<file path="src/emt_pkg.sv">
// Package with register map, field layout and timing constants.
package emt_pkg;
	localparam logic [7:0] EMT_TIMING_ADDR = 8'h84;
	localparam logic [7:0] EMT_CONFIG_ADDR = 8'h85;
	localparam logic [7:0] EMT_TIMING_RST = 8'hFF;
	localparam logic [7:0] EMT_CONFIG_RST = 8'h03;
	localparam int EMT_SETUP_HI = 7;
	localparam int EMT_SETUP_LO = 6;
	localparam int EMT_WIDTH_HI = 5;
	localparam int EMT_WIDTH_LO = 2;
	localparam int EMT_HOLD_HI = 1;
	localparam int EMT_HOLD_LO = 0;
	localparam int EMT_MODE_HI = 4;
	localparam int EMT_MODE_LO = 2;
	localparam int EMT_ALE_HI = 1;
	localparam int EMT_ALE_LO = 0;
	localparam logic [2:0] EMT_MODE_MUX_A = 3'h1;
	localparam logic [2:0] EMT_MODE_MUX_BANK = 3'h2;
	localparam logic [2:0] EMT_MODE_MUX_C = 3'h3;
	localparam logic [2:0] EMT_MODE_SEP_A = 3'h5;
	localparam logic [2:0] EMT_MODE_SEP_BANK = 3'h6;
	localparam logic [2:0] EMT_MODE_SEP_C = 3'h7;
	localparam int EMT_BASE_CYCLES = 4;
	typedef enum logic [2:0] {
		EMT_IDLE, EMT_ALE_H, EMT_ALE_L, EMT_SETUP, EMT_STROBE, EMT_HOLD,
		EMT_DONE
	} emt_state_t;
endpackage

</file>
<file path="src/emt_cfg_if.sv">
// Interface carrying the timing and mode fields to the sequencer.
`timescale 1ns/1ps
interface emt_cfg_if;
	logic [1:0] setup_sel;
	logic [3:0] width_sel;
	logic [1:0] hold_sel;
	logic [2:0] mode_sel;
	logic [1:0] ale_sel;
	modport regs (output setup_sel, width_sel, hold_sel, mode_sel, ale_sel);
	modport seq (input setup_sel, width_sel, hold_sel, mode_sel, ale_sel);
endinterface

</file>
<file path="src/emt_regs.sv">
// Special-function register slave holding timing and mode registers.
`timescale 1ns/1ps
module emt_regs
	import emt_pkg::*;
(
	// Clock and reset.
	input wire logic clk_sys,
	input wire logic rst,
	// Register port.
	input wire logic sfr_wr,
	input wire logic sfr_rd,
	input wire logic [7:0] sfr_addr,
	input wire logic [7:0] sfr_wdata,
	output logic [7:0] sfr_rdata_q,
	// Fields.
	emt_cfg_if.regs cfg
);
	logic [7:0] timing_q, timing_d, config_q, config_d, rdata_d;

	// The page register is not decoded, so every page reaches the map.
	always_comb begin
		timing_d = timing_q;
		config_d = config_q;
		rdata_d = sfr_rdata_q;
		if (sfr_wr && sfr_addr == EMT_TIMING_ADDR) begin
			timing_d = sfr_wdata;
		end
		if (sfr_wr && sfr_addr == EMT_CONFIG_ADDR) begin
			config_d = {3'h0, sfr_wdata[4:0]};
		end
		if (sfr_rd) begin
			unique case (sfr_addr)
				EMT_TIMING_ADDR: rdata_d = timing_q;
				EMT_CONFIG_ADDR: rdata_d = config_q;
				default: rdata_d = 8'h00;
			endcase
		end
	end

	always_ff @(posedge clk_sys) begin
		if (rst) begin
			timing_q <= EMT_TIMING_RST;
			config_q <= EMT_CONFIG_RST;
			sfr_rdata_q <= 8'h00;
		end else begin
			timing_q <= timing_d;
			config_q <= config_d;
			sfr_rdata_q <= rdata_d;
		end
	end

	assign cfg.setup_sel = timing_q[EMT_SETUP_HI:EMT_SETUP_LO];
	assign cfg.width_sel = timing_q[EMT_WIDTH_HI:EMT_WIDTH_LO];
	assign cfg.hold_sel = timing_q[EMT_HOLD_HI:EMT_HOLD_LO];
	assign cfg.mode_sel = config_q[EMT_MODE_HI:EMT_MODE_LO];
	assign cfg.ale_sel = config_q[EMT_ALE_HI:EMT_ALE_LO];
endmodule

</file>
<file path="src/emt_top.sv">
// External data memory bus timing sequencer with its register slave.
`timescale 1ns/1ps
module emt_top
	import emt_pkg::*;
(
	// Clock and reset.
	input wire logic clk_sys,
	input wire logic rst,
	// Register port.
	input wire logic sfr_wr,
	input wire logic sfr_rd,
	input wire logic [7:0] sfr_addr,
	input wire logic [7:0] sfr_wdata,
	output logic [7:0] sfr_rdata_q,
	// Core access request.
	input wire logic acc_req,
	input wire logic acc_write,
	input wire logic acc_short,
	input wire logic [15:0] acc_addr,
	input wire logic [7:0] acc_wdata,
	output logic acc_done_q,
	output logic [7:0] acc_rdata_q,
	// Memory pins.
	output logic [15:0] mem_addr_q,
	output logic mem_addr_hi_oe_q,
	output logic [7:0] mem_data_out_q,
	output logic mem_data_oe_q,
	input wire logic [7:0] mem_data_in,
	output logic mem_ale_q,
	output logic mem_rd_n_q,
	output logic mem_wr_n_q
);
	emt_cfg_if cfg ();
	emt_state_t state_q, state_d;
	logic [3:0] cnt_q, cnt_d;
	logic wr_q, wr_d, mux_q, mux_d, hi_q, hi_d;
	logic [15:0] addr_q, addr_d, pin_addr_d;
	logic [7:0] wdat_q, wdat_d, rdat_d, dout_d;
	logic [7:0] din_s1_q, din_s2_q;
	logic done_d, ale_d, rd_n_d, wr_n_d, doe_d, hioe_d, mux_now, hi_now;

	emt_regs u_regs (
		.clk_sys(clk_sys),
		.rst(rst),
		.sfr_wr(sfr_wr),
		.sfr_rd(sfr_rd),
		.sfr_addr(sfr_addr),
		.sfr_wdata(sfr_wdata),
		.sfr_rdata_q(sfr_rdata_q),
		.cfg(cfg.regs)
	);

	// Mode decode: multiplexed codes 001..011, separate codes 000 and 100..111.
	always_comb begin
		mux_now = cfg.mode_sel == EMT_MODE_MUX_A ||
			cfg.mode_sel == EMT_MODE_MUX_BANK ||
			cfg.mode_sel == EMT_MODE_MUX_C;
		// Short accesses drive the upper byte only in the banked modes.
		hi_now = !acc_short || cfg.mode_sel == EMT_MODE_SEP_BANK ||
			cfg.mode_sel == EMT_MODE_MUX_BANK;
	end

	always_comb begin
		state_d = state_q;
		cnt_d = cnt_q;
		wr_d = wr_q;
		mux_d = mux_q;
		hi_d = hi_q;
		addr_d = addr_q;
		wdat_d = wdat_q;
		rdat_d = acc_rdata_q;
		done_d = 1'b0;
		unique case (state_q)
			EMT_IDLE: begin
				if (acc_req) begin
					wr_d = acc_write;
					mux_d = mux_now;
					hi_d = hi_now;
					addr_d = acc_addr;
					wdat_d = acc_wdata;
					if (mux_now) begin
						state_d = EMT_ALE_H;
						cnt_d = {2'h0, cfg.ale_sel};
					end else begin
						state_d = EMT_SETUP;
						cnt_d = {2'h0, cfg.setup_sel};
					end
				end
			end
			EMT_ALE_H: begin
				if (cnt_q == 4'h0) begin
					state_d = EMT_ALE_L;
					cnt_d = {2'h0, cfg.ale_sel};
				end else begin
					cnt_d = cnt_q - 4'h1;
				end
			end
			EMT_ALE_L: begin
				if (cnt_q == 4'h0) begin
					state_d = EMT_SETUP;
					cnt_d = {2'h0, cfg.setup_sel};
				end else begin
					cnt_d = cnt_q - 4'h1;
				end
			end
			EMT_SETUP: begin
				// One pass through this state is one of the four fixed base cycles.
				if (cnt_q == 4'h0) begin
					state_d = EMT_STROBE;
					cnt_d = cfg.width_sel;
				end else begin
					cnt_d = cnt_q - 4'h1;
				end
			end
			EMT_STROBE: begin
				if (cnt_q == 4'h0) begin
					// Pin data lags two flops; short strobes read stale data.
					if (!wr_q) begin
						rdat_d = din_s2_q;
					end
					state_d = EMT_HOLD;
					cnt_d = {2'h0, cfg.hold_sel};
				end else begin
					cnt_d = cnt_q - 4'h1;
				end
			end
			EMT_HOLD: begin
				if (cnt_q == 4'h0) begin
					state_d = EMT_DONE;
				end else begin
					cnt_d = cnt_q - 4'h1;
				end
			end
			EMT_DONE: begin
				done_d = 1'b1;
				state_d = EMT_IDLE;
			end
		endcase
	end

	// Pin values follow the next state so that every pin is a register.
	always_comb begin
		ale_d = state_d == EMT_ALE_H && mux_d;
		rd_n_d = !(state_d == EMT_STROBE && !wr_d);
		wr_n_d = !(state_d == EMT_STROBE && wr_d);
		hioe_d = state_d != EMT_IDLE && hi_d;
		pin_addr_d = (state_d == EMT_IDLE) ? mem_addr_q : addr_d;
		if (mux_d && state_d == EMT_ALE_H) begin
			doe_d = 1'b1;
			dout_d = addr_d[7:0];
		end else begin
			// First setup and last hold cycles are base cycles: no data.
			doe_d = wr_d && ((state_d == EMT_SETUP &&
				cnt_d != {2'h0, cfg.setup_sel}) ||
				state_d == EMT_STROBE ||
				(state_d == EMT_HOLD && cnt_d != 4'h0));
			dout_d = wdat_d;
		end
	end

	always_ff @(posedge clk_sys) begin
		if (rst) begin
			state_q <= EMT_IDLE;
			cnt_q <= 4'h0;
			wr_q <= 1'b0;
			mux_q <= 1'b0;
			hi_q <= 1'b0;
			addr_q <= 16'h0000;
			wdat_q <= 8'h00;
			din_s1_q <= 8'h00;
			din_s2_q <= 8'h00;
			acc_done_q <= 1'b0;
			acc_rdata_q <= 8'h00;
			mem_addr_q <= 16'h0000;
			mem_addr_hi_oe_q <= 1'b0;
			mem_data_out_q <= 8'h00;
			mem_data_oe_q <= 1'b0;
			mem_ale_q <= 1'b0;
			mem_rd_n_q <= 1'b1;
			mem_wr_n_q <= 1'b1;
		end else begin
			state_q <= state_d;
			cnt_q <= cnt_d;
			wr_q <= wr_d;
			mux_q <= mux_d;
			hi_q <= hi_d;
			addr_q <= addr_d;
			wdat_q <= wdat_d;
			din_s1_q <= mem_data_in;
			din_s2_q <= din_s1_q;
			acc_done_q <= done_d;
			acc_rdata_q <= rdat_d;
			mem_addr_q <= pin_addr_d;
			mem_addr_hi_oe_q <= hioe_d;
			mem_data_out_q <= dout_d;
			mem_data_oe_q <= doe_d;
			mem_ale_q <= ale_d;
			mem_rd_n_q <= rd_n_d;
			mem_wr_n_q <= wr_n_d;
		end
	end

	// Helper counter of cycles spent in the current access.
	logic [5:0] acc_cyc_q;
	always_ff @(posedge clk_sys) begin
		if (rst || state_q == EMT_IDLE) begin
			acc_cyc_q <= 6'h00;
		end else begin
			acc_cyc_q <= acc_cyc_q + 6'h01;
		end
	end
endmodule

</file>
<file path="config.mk">
export PLATFORM = sky130hd
export DESIGN_NAME = emt_top
export DESIGN_NICKNAME = d
export VERILOG_FILES = /design/src/emt_pkg.sv /design/src/emt_cfg_if.sv /design/src/emt_regs.sv /design/src/emt_top.sv
export SDC_FILE = /design/constraint.sdc
export NUM_CORES = 1
export LEC_CHECK = 0
export ABC_AREA = 1
export BUFFER_PORTS_ARGS = -buffer_cell sky130_fd_sc_hd__buf_2
export CAP_MARGIN = 20
export CORE_MARGIN = 5
export CORE_UTILIZATION = 39
export DETAILED_ROUTE_END_ITERATION = 16
export GPL_TIMING_DRIVEN = 1
export PLACE_DENSITY = 0.65
export SYNTH_ARGS = -nofsm -noshare
export SYNTH_HDL_FRONTEND = slang
export SYNTH_HIERARCHICAL = 1
export SYNTH_SLANG_ARGS = --single-unit
</file>
<file path="constraint.sdc">
create_clock -name clk_sys -period 2.25 [get_ports clk_sys]
set_input_delay 0.45 -clock clk_sys [delete_from_list [all_inputs] [get_ports clk_sys]]
set_output_delay 0.45 -clock clk_sys [all_outputs]
set_load 0.02 [all_outputs]
</file>
After elaboration in Yosys (flattened, before gate mapping)
Index checks and enable logic that the tools add are counted.
{ "word_totals": {"register_bits": 109, "latchBits": 0, "mem_bits_rw": 0, "mem_bits_ro": 0, "input_bits": 55, "out_inout_bits": 46, "n_memories": 0} }
{ "classes": {"addsub": 1, "multipliers": 0, "n_div": 0, "n_lt_le_gt_ge": 0, "n_eq_ne": 17, "shifts": 0, "muxes": 30, "n_bitwise": 1, "reduce_logical": 25} }
{ "ops": {"columns": ["op", "n"], "rows": [
  ["$mux 16", 2],
  ["$mux 4", 6],
  ["$mux 8", 3],
  ["$pmux 4 s6", 1],
  ["$pmux 3 s7", 1],
  ["$eq 3x3->1 const B", 6],
  ["$mux 3", 6],
  ["$eq 8x8->1 const B", 2],
  ["$pmux 8 s2", 1],
  ["$eq 3x2->1 const B", 5],
  ["$eq 3x1->1 const B", 3],
  ["$logic_and 1x1->1", 9],
  ["$mux 1", 8],
  ["$logic_not 3->1", 2],
  ["$logic_or 1x1->1", 6],
  ["$logic_not 1->1", 4],
  ["$logic_not 4->1", 1],
  ["$mux 2", 2],
  ["$ne 4x2->1", 1],
  ["$reduce_bool 4->1", 1],
  ["$sub 4x1->4 const B", 1],
  ["$reduce_and 3->1", 1],
  ["$reduce_bool 3->1", 1],
  ["$not 1->1", 1]
]} }

Longest topological paths before layout
Gate-level depths: netlist (run 1).
{ "depth": {"ltp_word": 12, "ltp_mapped": 15} }

Hierarchy
The synthesis (run 1) kept the hierarchy.
{ "by_module_without_submodules": {"columns": ["module", "instances", "cells_each", "area_per_inst_um2", "seq_area_each_um2"], "rows": [
  ["emt_top", 1, 459, 3661.0, 1761.7],
  ["emt_regs", 1, 134, 954.7, 420.4]
]} }

Least setup slack after synthesis (run 1)
Ideal clock, no wire load.
{ "synth_path": {"kind": "register to register", "from": "reg cnt_q[0]", "to": "reg mem_data_out_q[5]", "arrival_time_ns": 1.699, "required_ns": 2.120, "setup_slack_ns": 0.421, "stages_incl_launch_ff": 10, "path_buffers": 1, "path_cell_list": "dfxtp_1 inv_1 ha_1 buf_2 nand2_2 nor2_4 nor3_4 nand2_2 nor3_4 a21oi_1"} }
{ "synth_between": {"elab_chain_cells": 6, "word_cells_on_any_way": 10, "classes_between": "eq/ne (1); mux (7); reduce/logical (2)"} }
{ "synth_lines": {"columns": ["element", "line_no", "source"], "rows": [
  ["start: declaration", "emt_top.sv:35", "logic [3:0] cnt_q, cnt_d;"],
  ["start signal: assignment", "emt_top.sv:183", "cnt_q <= cnt_d;"],
  ["$logic_not 4->1 (*)", null, null],
  ["$mux 3, on equally long branches", null, null],
  ["$pmux 3 s7 (*)", "emt_top.sv:73", "unique case (state_q)"],
  ["$eq 3x1->1 (*)", "emt_top.sv:148", "if (mux_d && state_d == EMT_ALE_H) begin"],
  ["$logic_and 1x1->1 (*)", "emt_top.sv:148", null],
  ["$mux 8 (*)", "emt_top.sv:148", null],
  ["end signal: assignment", "emt_top.sv:195", "mem_data_out_q <= dout_d;"],
  ["end: declaration", "emt_top.sv:26", "output logic [7:0] mem_data_out_q,"]
]} }
Every way passes the cells marked *; elsewhere a longest branch is shown, timed or not.
A chain may end at the register's enable or synchronous reset.

Worst setup path in the final report (run 1)
{ "layout_path": {"from": "reg cnt_q[0]", "to": "reg mem_data_out_q[3]"} }
Same word-level chain as after synthesis.

==> results.cfg, run 1 <==
[run_status]
run_status = finished clean

[clock_network]
cts-root-buf = clkbuf_16
tritoncts = done
cts.path.max_buffers = 2
worstSkewPairLatency_ns = 0.35
ctsHoldBuffers = 0
path_clk_slew_ns = 0.08
cts_inserted_buffers = 9
clkSinkCount = 109
htreeDepth = 3

[place]
portBuffers = 100
hpwl_mm = 8.473
globalplace.congestion = 0.9224
placed_area_um2 = 5244

[worst_hold_path]
min_path_type = in -> reg

[job]
drv_cap = 0

[logic_synthesis]
avgSynthCellArea_um2 = 7.784
synth_edf_count = 0
ys.flop_type = dfxtp_1
synthArstFlopShare_pct = 0
synth_cell_types = 37
seq_area_frac_synth_pct = 47.28
syn_nets = 649
netlist_area_um2 = 4616
syn_inst = 593
yosys_warnings = 6
ys_seq_elements = 109

[die]
fp.coreArea_um2 = 11520
start_util_pct = 40.08
fp.dieH_um = 118.8
rows = 39
io_pins = 101
die_w_um = 118.8
die-area_um2 = 14110

[global_route]
grt_first_pass_wirelength_mm = 18.71
grt_pass1_vias = 3927
antenna_found_initial = 0
grt_remaining_overflow = 0
track_usage_pct = 16.13
grt_max_degree = 41

[cells_and_area]
fin_util_pct = 48.23
final_area_um2 = 5554
drive_above_1_share_pct = 23.92
fillCellCount = 1131
nets = 746
antenna_cells = 0
area_growth_pct = 20.33

[setup_path]
cp-start-kind = flop
crit_arrival_ns = 2.22
crit_fanout = 8
worst_setup_path_end_kind = flop
required_ns = 2.47
setup.worst_path.class = reg -> reg
r2r_setup_slack_ns = 0.25

[sta]
clock.fmax_mhz = 500.1
hold_violations = 0
period_minus_slack_ns = 2.000
setup_viol = 0
tns_ns = 0
rsz0062_at_grt = false
skew_ns = 0.01065
slew_violations = 0
worst_pin_slew_ns = 0.5524
relSlewSlack_pct = 62.78
period_share_pct = 88.88

[routing]
drt-pass1-iter-count = 4
wl_per_cell_um = 13.47
vias = 3996
antenna_left = 0
drt-total-wl_mm = 11.27
viasPerCell = 4.774
drt_iter0_markers = 219
drc = 0

[power]
p_leak_nw = 2.823
fin_total_pwr_mw = 6.822
ir_drop_mv = 0.7571
power.density_nw_per_um2 = 1228
==> synth_stat cells, types with 2 or more instances <==
cell type	count	share of area (%)
nor2_2	3	0.41
inv_2	8	0.65
dfxtp_1	109	47
nand2_2	10	1.4
nand3_2	2	0.43
nand2_1	114	9.3
buf_1	4	0.33
nand3_1	56	6.1
a21oi_2	2	0.38
a21oi_1	32	3.5
nor2_1	94	7.6
nor3_4	2	0.70
nor2_8	2	0.87
buf_2	4	0.43
o21ai_0	16	1.7
o21ai_1	15	1.6
nand3_4	2	0.76
nand2_4	3	0.73
mux2i_1	24	5.2
nand4_1	3	0.41
buf_6	5	1.2
nor2_4	7	1.7
clkbuf_1	6	0.49
inv_1	57	4.6
==> placed cells by master (no fill, tap or decap), drive strengths merged <==
master / n
nor2: 106
and2: 1
a21oi: 34
inv: 67
dfxtp: 109
clkinv: 6
buf: 106
nand2: 127
o21a: 1
bufinv: 1
o211ai: 1
clkbuf: 9
ha: 1
nand3: 60
xor2: 1
nor3: 3
o21bai: 1
mux2i: 24
nand4: 3
a211oi: 1
o21ai: 31
a21o: 1
==> sequential cells by signal, summed over array words and instances, names as in the netlist, 4 cells and up <==
name / cells
mem_data_out_q: 8
wdat_q: 8
addr_q: 16
din_s1_q: 8
u_regs/config_q: 5
cnt_q: 4
u_regs/timing_q: 8
mem_addr_q: 16
acc_rdata_q: 8
din_s2_q: 8
u_regs/sfr_rdata_q: 8
==> metal layers <==
| metal | vias up | track usage (%) | routed length (um) |
|---|---|---|---|
| li1 | 2075 | - | - |
| met1 | 1803 | 20.70 | 5102 |
| met2 | 102 | 26.39 | 5372 |
| met3 | 16 | 3.868 | 576 |
| met4 | 0 | 6.010 | 221 |
| met5 | - | 0 | 0 |
==> worst max-delay path, cell delays in order (launching register included) <==
cell and delay, ns:
dfxtp_1 0.35, inv_1 0.12, ha_1 0.26, nand2_2 0.18, nor2_4 0.07, nor3_4 0.28, nand2_2 0.14, nor3_4 0.36
a21oi_1 0.13
==> through the flow <==
stage | cells | worst slack [ns] | hold WS (ns)
floorplan | 593 | 0.4212 | 0.3883
global placement | 822 | 0.2846 | 0.3947
detailed placement | 822 | 0.2292 | 0.3928
CTS | 837 | 0.2229 | 0.2909
global route | 837 | 0.03826 | 0.2941
finish | 837 | 0.2502 | 0.3048
==> final cells by class <==
class	instances	area (um^2)	area share [%]
flip-flops and latches	109	2182	39.29
multi-input cells	396	2053	36.97
repair buffers	106	570.5	10.27
inverters	68	262.8	4.731
clock buffers	9	225.2	4.055
well taps	143	178.9	3.221
clock inverters	6	81.33	1.464
==> final timing paths <==
path                   from           endpoint  depth (start not counted)
min reg2reg     din_s1_q[2]        din_s2_q[2]                          2
min          mem_data_in[7]        din_s1_q[7]                          3
max                cnt_q[0]  mem_data_out_q[3]                          8
max reg2reg        cnt_q[0]  mem_data_out_q[3]                          8
==> report_power, final <==
group	internal [mW]	total, mW	switching (mW)	leakage [nW]
clock	0.876	1.60	0.722	0.149
sequential	2.25	2.45	0.199	0.894
combinational	0.984	2.77	1.79	1.78
==> repair_timing <==
item,in CTS,in global routing
endpoints found under the setup margin,0,2
buffers inserted,0,0
endpoints found under the hold margin,0,0
gates resized for setup,0,1
==> cells by family after synthesis <==
logic type / share of synthesized area, %
multiplexers: 5.205
buffers and inverters: 8.322
AND/OR/NAND/NOR: 30.60
adder cells (fa/ha/maj): 0.2710
XOR/XNOR: 0.1898
AO/OA/AOI/OAI: 8.133
flip-flops: 47.28
No activity file was read; power rests on OpenSTA's default activity.
==> run 2, diff against run 1 <==
Settings changed: CORE_UTILIZATION 39 to 54, PLACE_DENSITY 0.65 to 0.83.
==> results.cfg, run 2 (synthesis gave the netlist of run 1 again) <==
[run_status]
run_status = finished clean

[power]
p_int_mw = 3.755
p_leak_nw = 2.785
power.density_nw_per_um2 = 1191
fin_total_pwr_mw = 6.458
combPwrFrac_pct = 43.0
ir_drop_mv = 0.9232
p_seq_share_pct = 38.3
power.switching_mw = 2.704
switching_share_pct = 41.86
p_clk_share_pct = 18.7

[global_route]
grt_max_degree = 34
grt_remaining_overflow = 0
antenna_found_initial = 0
grt_first_pass_wirelength_mm = 18.09
track_usage_pct = 21.76
grt_pass1_vias = 3844

[setup_path]
r2r_cells = 9
r2r_setup_slack_ns = 0.18
timing.rr.start = cnt_q[0]
crit_arrival_ns = 2.31
worst_setup_path_end_kind = flop
regToRegEndpoint = mem_data_out_q[1]
required_ns = 2.50
setup.worst_path.class = reg -> reg
crit_fanout = 10
cp-start-kind = flop

[worst_hold_path]
holdPathStages = 3
hold_start = mem_data_in[5]
min_path_type = in -> reg
min_to = din_s1_q[5]

[sta]
clock.fmax_mhz = 483.2
period_share_pct = 91.99
slew_violations = 0
hold_violations = 0
rsz0062_at_grt = false
worst_pin_slew_ns = 0.6031
setup_viol = 0
tns_ns = 0
relSlewSlack_pct = 59.37
period_minus_slack_ns = 2.070
skew_ns = 0.01764

[cells_and_area]
regArea_um2 = 2182
final_common_cell = nand2_1
fillCellCount = 674
area_growth_pct = 17.48
drive_above_1_share_pct = 24.07
final_cell_mix = 114 x nand2_1, 109 x dfxtp_1, 100 x buf_2, 94 x nor2_1, 57 x inv_1
largestRegisters = addr_q: 16 flops, mem_addr_q: 16 flops
multi_input_area_um2 = 2054
nets = 749
antenna_cells = 0

[clock_network]
path_clk_slew_ns = 0.11
cts_inserted_buffers = 9
ctsHoldBuffers = 0
clkSinkCount = 109
htreeDepth = 3
worstSkewPairLatency_ns = 0.37
cts_setup_buffers = 0
cts-root-buf = clkbuf_8
tritoncts = done
cts.path.max_buffers = 2

[die]
die-area_um2 = 10500
rows = 33
start_util_pct = 55.89
die_w_um = 102.5
fp.coreArea_um2 = 8258
io_pins = 101
fp.dieH_um = 102.5

[routing]
antenna_left = 0
drc = 0
drt-pass1-iter-count = 5
vias = 4097
wl_per_cell_um = 13.82
drt_iter0_markers = 229
viasPerCell = 5.102
drt-total-wl_mm = 11.10

[job]
drv_cap = 0

[place]
globalplace.congestion = 0.9298
portBuffers = 100
hpwl_mm = 8.251
-- run 2: critical path: stages (launching register included) --
cell and delay [ns]:
dfxtp_1 0.36, inv_1 0.11, ha_1 0.23, buf_4 0.18, nand2_4 0.12, nor2_4 0.06, nor3_4 0.25, nand2_2 0.13
nor3_4 0.36, a21oi_1 0.15
-- run 2: layout make-up --
class                           instances  share of cell area, %
Sequential cell                       109                  40.24
Multi-Input combinational cell        396                  37.89
Timing Repair Buffer                  109                  10.78
Inverter                               68                  4.845
Tap cell                              105                  2.423
Clock buffer                           10                  2.353
Clock inverter                          6                  1.477
-- run 2: metal layers --
metal	part of all wire [%]	GRT usage (%)	vias to the layer above	wire length, um
li1	-	-	2075	-
met1	44	28.28	1868	4861
met2	48	35.90	139	5298
met3	6.9	4.505	15	764
met4	1.6	7.669	0	175
met5	0	0	-	0
-- run 2: worst max-delay path by stage --
| stage | startpoint | slack (ns) | cells past startpoint | endpoint |
|---|---|---|---|---|
| 6_report | cnt_q[0] | 0.18 | 9 | mem_data_out_q[1] |
| 5_1_grt | cnt_q[0] | 0.01 | 13 | mem_data_out_q[2] |
| 4_1_cts | cnt_q[0] | 0.14 | 12 | mem_addr_q[2] |
| 3_5_place_dp | cnt_q[0] | 0.15 | 9 | mem_data_out_q[1] |
| 3_3_place_gp | cnt_q[0] | 0.24 | 9 | mem_data_out_q[5] |
| 2_1_floorplan | cnt_q[0] | 0.42 | 9 | mem_data_out_q[5] |
-- run 2: power by group through the flow --
stage	Sequential [mW]	Combinational [mW]	Clock [mW]
after floorplan	2.61	2.02	0
after global placement	2.51	2.64	0
after detailed placement	2.51	2.71	0
after CTS	2.47	2.73	1.21
after global routing	2.51	3.08	1.29
final	2.47	2.77	1.21
-- run 2: stage by stage --
stage / hold slack, ns / utilization, % / cell area, um^2 / cells / setup WS, ns
floorplan: 0.3883 / - / 4616 / 593 / 0.4212
global placement: 0.3904 / 63.05 / 5206 / 787 / 0.2381
detailed placement: 0.3931 / 63.05 / 5206 / 787 / 0.1460
CTS: 0.2634 / 65.56 / 5414 / 803 / 0.1383
global route: 0.2584 / 65.67 / 5423 / 803 / 0.01294
finish: 0.2716 / 65.67 / 5423 / 803 / 0.1803
-- run 2: repair_timing --
action | CTS | global route
endpoints found under the setup margin | 0 | 7
endpoints found under the hold margin | 0 | 0
gates resized for setup | 0 | 2
==> run 3, diff against run 2 <==
Settings changed: CORE_MARGIN 5 to not set, CORE_UTILIZATION 54 to 53, SYNTH_HIERARCHICAL 1 to not set.
==> results.cfg, run 3 <==
[run_status]
run_status = finished clean

[sta]
slew_violations = 0
period_share_pct = 91.81
worst_pin_slew_ns = 0.4332
hold_ws_ns = 0.2701
tns_ns = 0
rsz0062_at_grt = false
setup_viol = 0
skew_ns = 0.005901
relSlewSlack_pct = 71.12
hold_violations = 0
period_minus_slack_ns = 2.066
clock.fmax_mhz = 484.1
timing.final.ws_setup_ns = 0.1842

[logic_synthesis]
synth_area_leaders = dfxtp_1 52%, nor2_1 8.7%, o21ai_0 6.9%, nand2_1 5.0%, inv_1 4.9%
syn_nets = 579
synth_cell_types = 37
syn_inst = 523
yosys.area.top_type_share_pct = 51.67
yosys_warnings = 0
ys_seq_elements = 109
netlist_area_um2 = 4223
avgSynthCellArea_um2 = 8.074
synth_edf_count = 0
synth_largest_area_cell = dfxtp_1
ys.flop_type = dfxtp_1
synthArstFlopShare_pct = 0
seq_area_frac_synth_pct = 51.67
synth.most_common_cell = dfxtp_1
netlist_top_cells_count = 109 x dfxtp_1, 98 x nor2_1, 58 x o21ai_0

[power]
power.density_nw_per_um2 = 1259
p_leak_nw = 2.578
fin_total_pwr_mw = 6.468
ir_drop_mv = 0.7220

[routing]
drt_iter0_markers = 251
viasPerCell = 5.214
drc = 0
drt-total-wl_mm = 10.06
vias = 3848
antenna_left = 0
wl_per_cell_um = 13.63
drt-pass1-iter-count = 5

[clock_network]
path_clk_slew_ns = 0.10
tritoncts = done
worstSkewPairLatency_ns = 0.37
htreeDepth = 3
cts-root-buf = clkbuf_8
clkSinkCount = 109
cts_inserted_buffers = 9
cts.path.max_buffers = 2

[cells_and_area]
drive_above_1_share_pct = 24.72
area_growth_pct = 21.63
final_cells = 738
final_area_um2 = 5136
fin_util_pct = 66.47
largestRegisters = addr_q: 16 flops, mem_addr_q: 16 flops
nets = 686
final_common_cell = dfxtp_1
final_cell_mix = 108 x dfxtp_1, 100 x buf_2, 98 x nor2_1, 56 x nand2_1, 55 x inv_1

[die]
die_w_um = 91.26
fp.coreArea_um2 = 7727
rows = 32
fp.dieH_um = 91.26
io_pins = 101
start_util_pct = 54.65
die-area_um2 = 8328

[global_route]
use_met1_pct = 31.58
grtUsageMet2_pct = 40.09
grtUsageMet3_pct = 4.941
antenna_found_initial = 1
track_usage_pct = 24.48
grt_max_degree = 34
grt_remaining_overflow = 0
grt_pass1_vias = 3561
gr-max-usage-layer = met2
grt_first_pass_wirelength_mm = 16.18

[place]
portBuffers = 100
globalplace.congestion = 0.9299
preCtsSetupSlack_ns = 0.04635
hpwl_mm = 7.183
dp_cells = 719
placed_area_um2 = 4865

[setup_path]
cpMostUsedCell = nor2_4
worst_setup_path_end_kind = flop
setup.worst_path.class = reg -> reg
worst_path_max_delay_cell = dfxtp_1
cp_cell_sequence = inv_2 > nand3_2 > nor2_4 > buf_4 > o21ai_1 > nor2_4 > nand2_2 > nor2_8 > nor2_1 > a31oi_1
slowest_delay_ns = 0.41
crit_fanout = 19
required_ns = 2.54
crit_arrival_ns = 2.35
cp-start-kind = flop

[job]
drv_cap = 0

[worst_hold_path]
min_path_type = in -> reg
-- run 3: cell types whose count changed in the layout (fill, tap and decap cells not counted), moves of 5 or more --
cell and change:
nand2_1 -58, nand3_1 -36, o221ai_1 +5, nand2_2 -7, buf_4 +8, mux2i_1 -8, o21ai_0 +37
-- run 3: logic make-up (layout without fill, tap and decap cells) --
| group | Yosys count | after routing | synth area share [%] |
|---|---|---|---|
| and+or+nand+nor | 198 | 199 | 20.98 |
| AOI/OAI and AO/OA | 116 | 116 | 15.35 |
| DFF | 109 | 109 | 51.67 |
| buffers and inverters | 82 | 193 | 7.704 |
| muxes | 16 | 16 | 3.793 |
| adders and majority gates | 1 | 1 | 0.2962 |
| xor gates and xnor gates | 1 | 1 | 0.2074 |
| other | 0 | 1 | 0 |
-- run 3: layout make-up --
class                      instances  area, um^2
tap                              102       127.6
antenna                            1       2.502
fill                             650        2591
clock buffer                      10       137.6
clock inverter                     6       102.6
inverter                          62       234.0
timing repair buffer             115       613.1
multi-input combinational        333        1735
sequential                       109        2183
-- run 3: power breakdown --
group / internal (mW) / total (mW) / switching, mW / leakage (nW)
combinational: 0.881 / 2.61 / 1.73 / 1.56
sequential: 2.30 / 2.48 / 0.181 / 0.895
clock: 0.677 / 1.37 / 0.695 / 0.120
-- run 3: worst max-delay path: cells and delay by family, from the launching register on --
kind | cells | cell delay, ns
and+or+nand+nor | 6 | 0.75
buffers and inverters | 2 | 0.42
DFF | 1 | 0.41
AOI/OAI and AO/OA | 2 | 0.38
-- run 3: timing repair --
item	4_1_cts	5_1_grt
hold buffers	0	0
endpoints found under the hold margin	0	0
buffers inserted	0	1
endpoints found under the setup margin	0	19
gates resized for setup	0	8
-- run 3: path summary, 6_finish.rpt --
kind / from / to / slack, ns / cells past startpoint
setup / recovery: state_q[2] / mem_data_out_q[2] / 0.18 / 10
setup reg to reg: state_q[2] / mem_data_out_q[2] / 0.18 / 10
hold / removal: mem_data_in[6] / din_s1_q[6] / 0.27 / 3
hold reg to reg: din_s1_q[1] / din_s2_q[1] / 0.40 / 2
-- run 3: metal layers --
layer,wire length (um),part of all wire (%)
met1,4414,44
met2,4789,48
met3,679,6.8
met4,173,1.7
met5,0,0
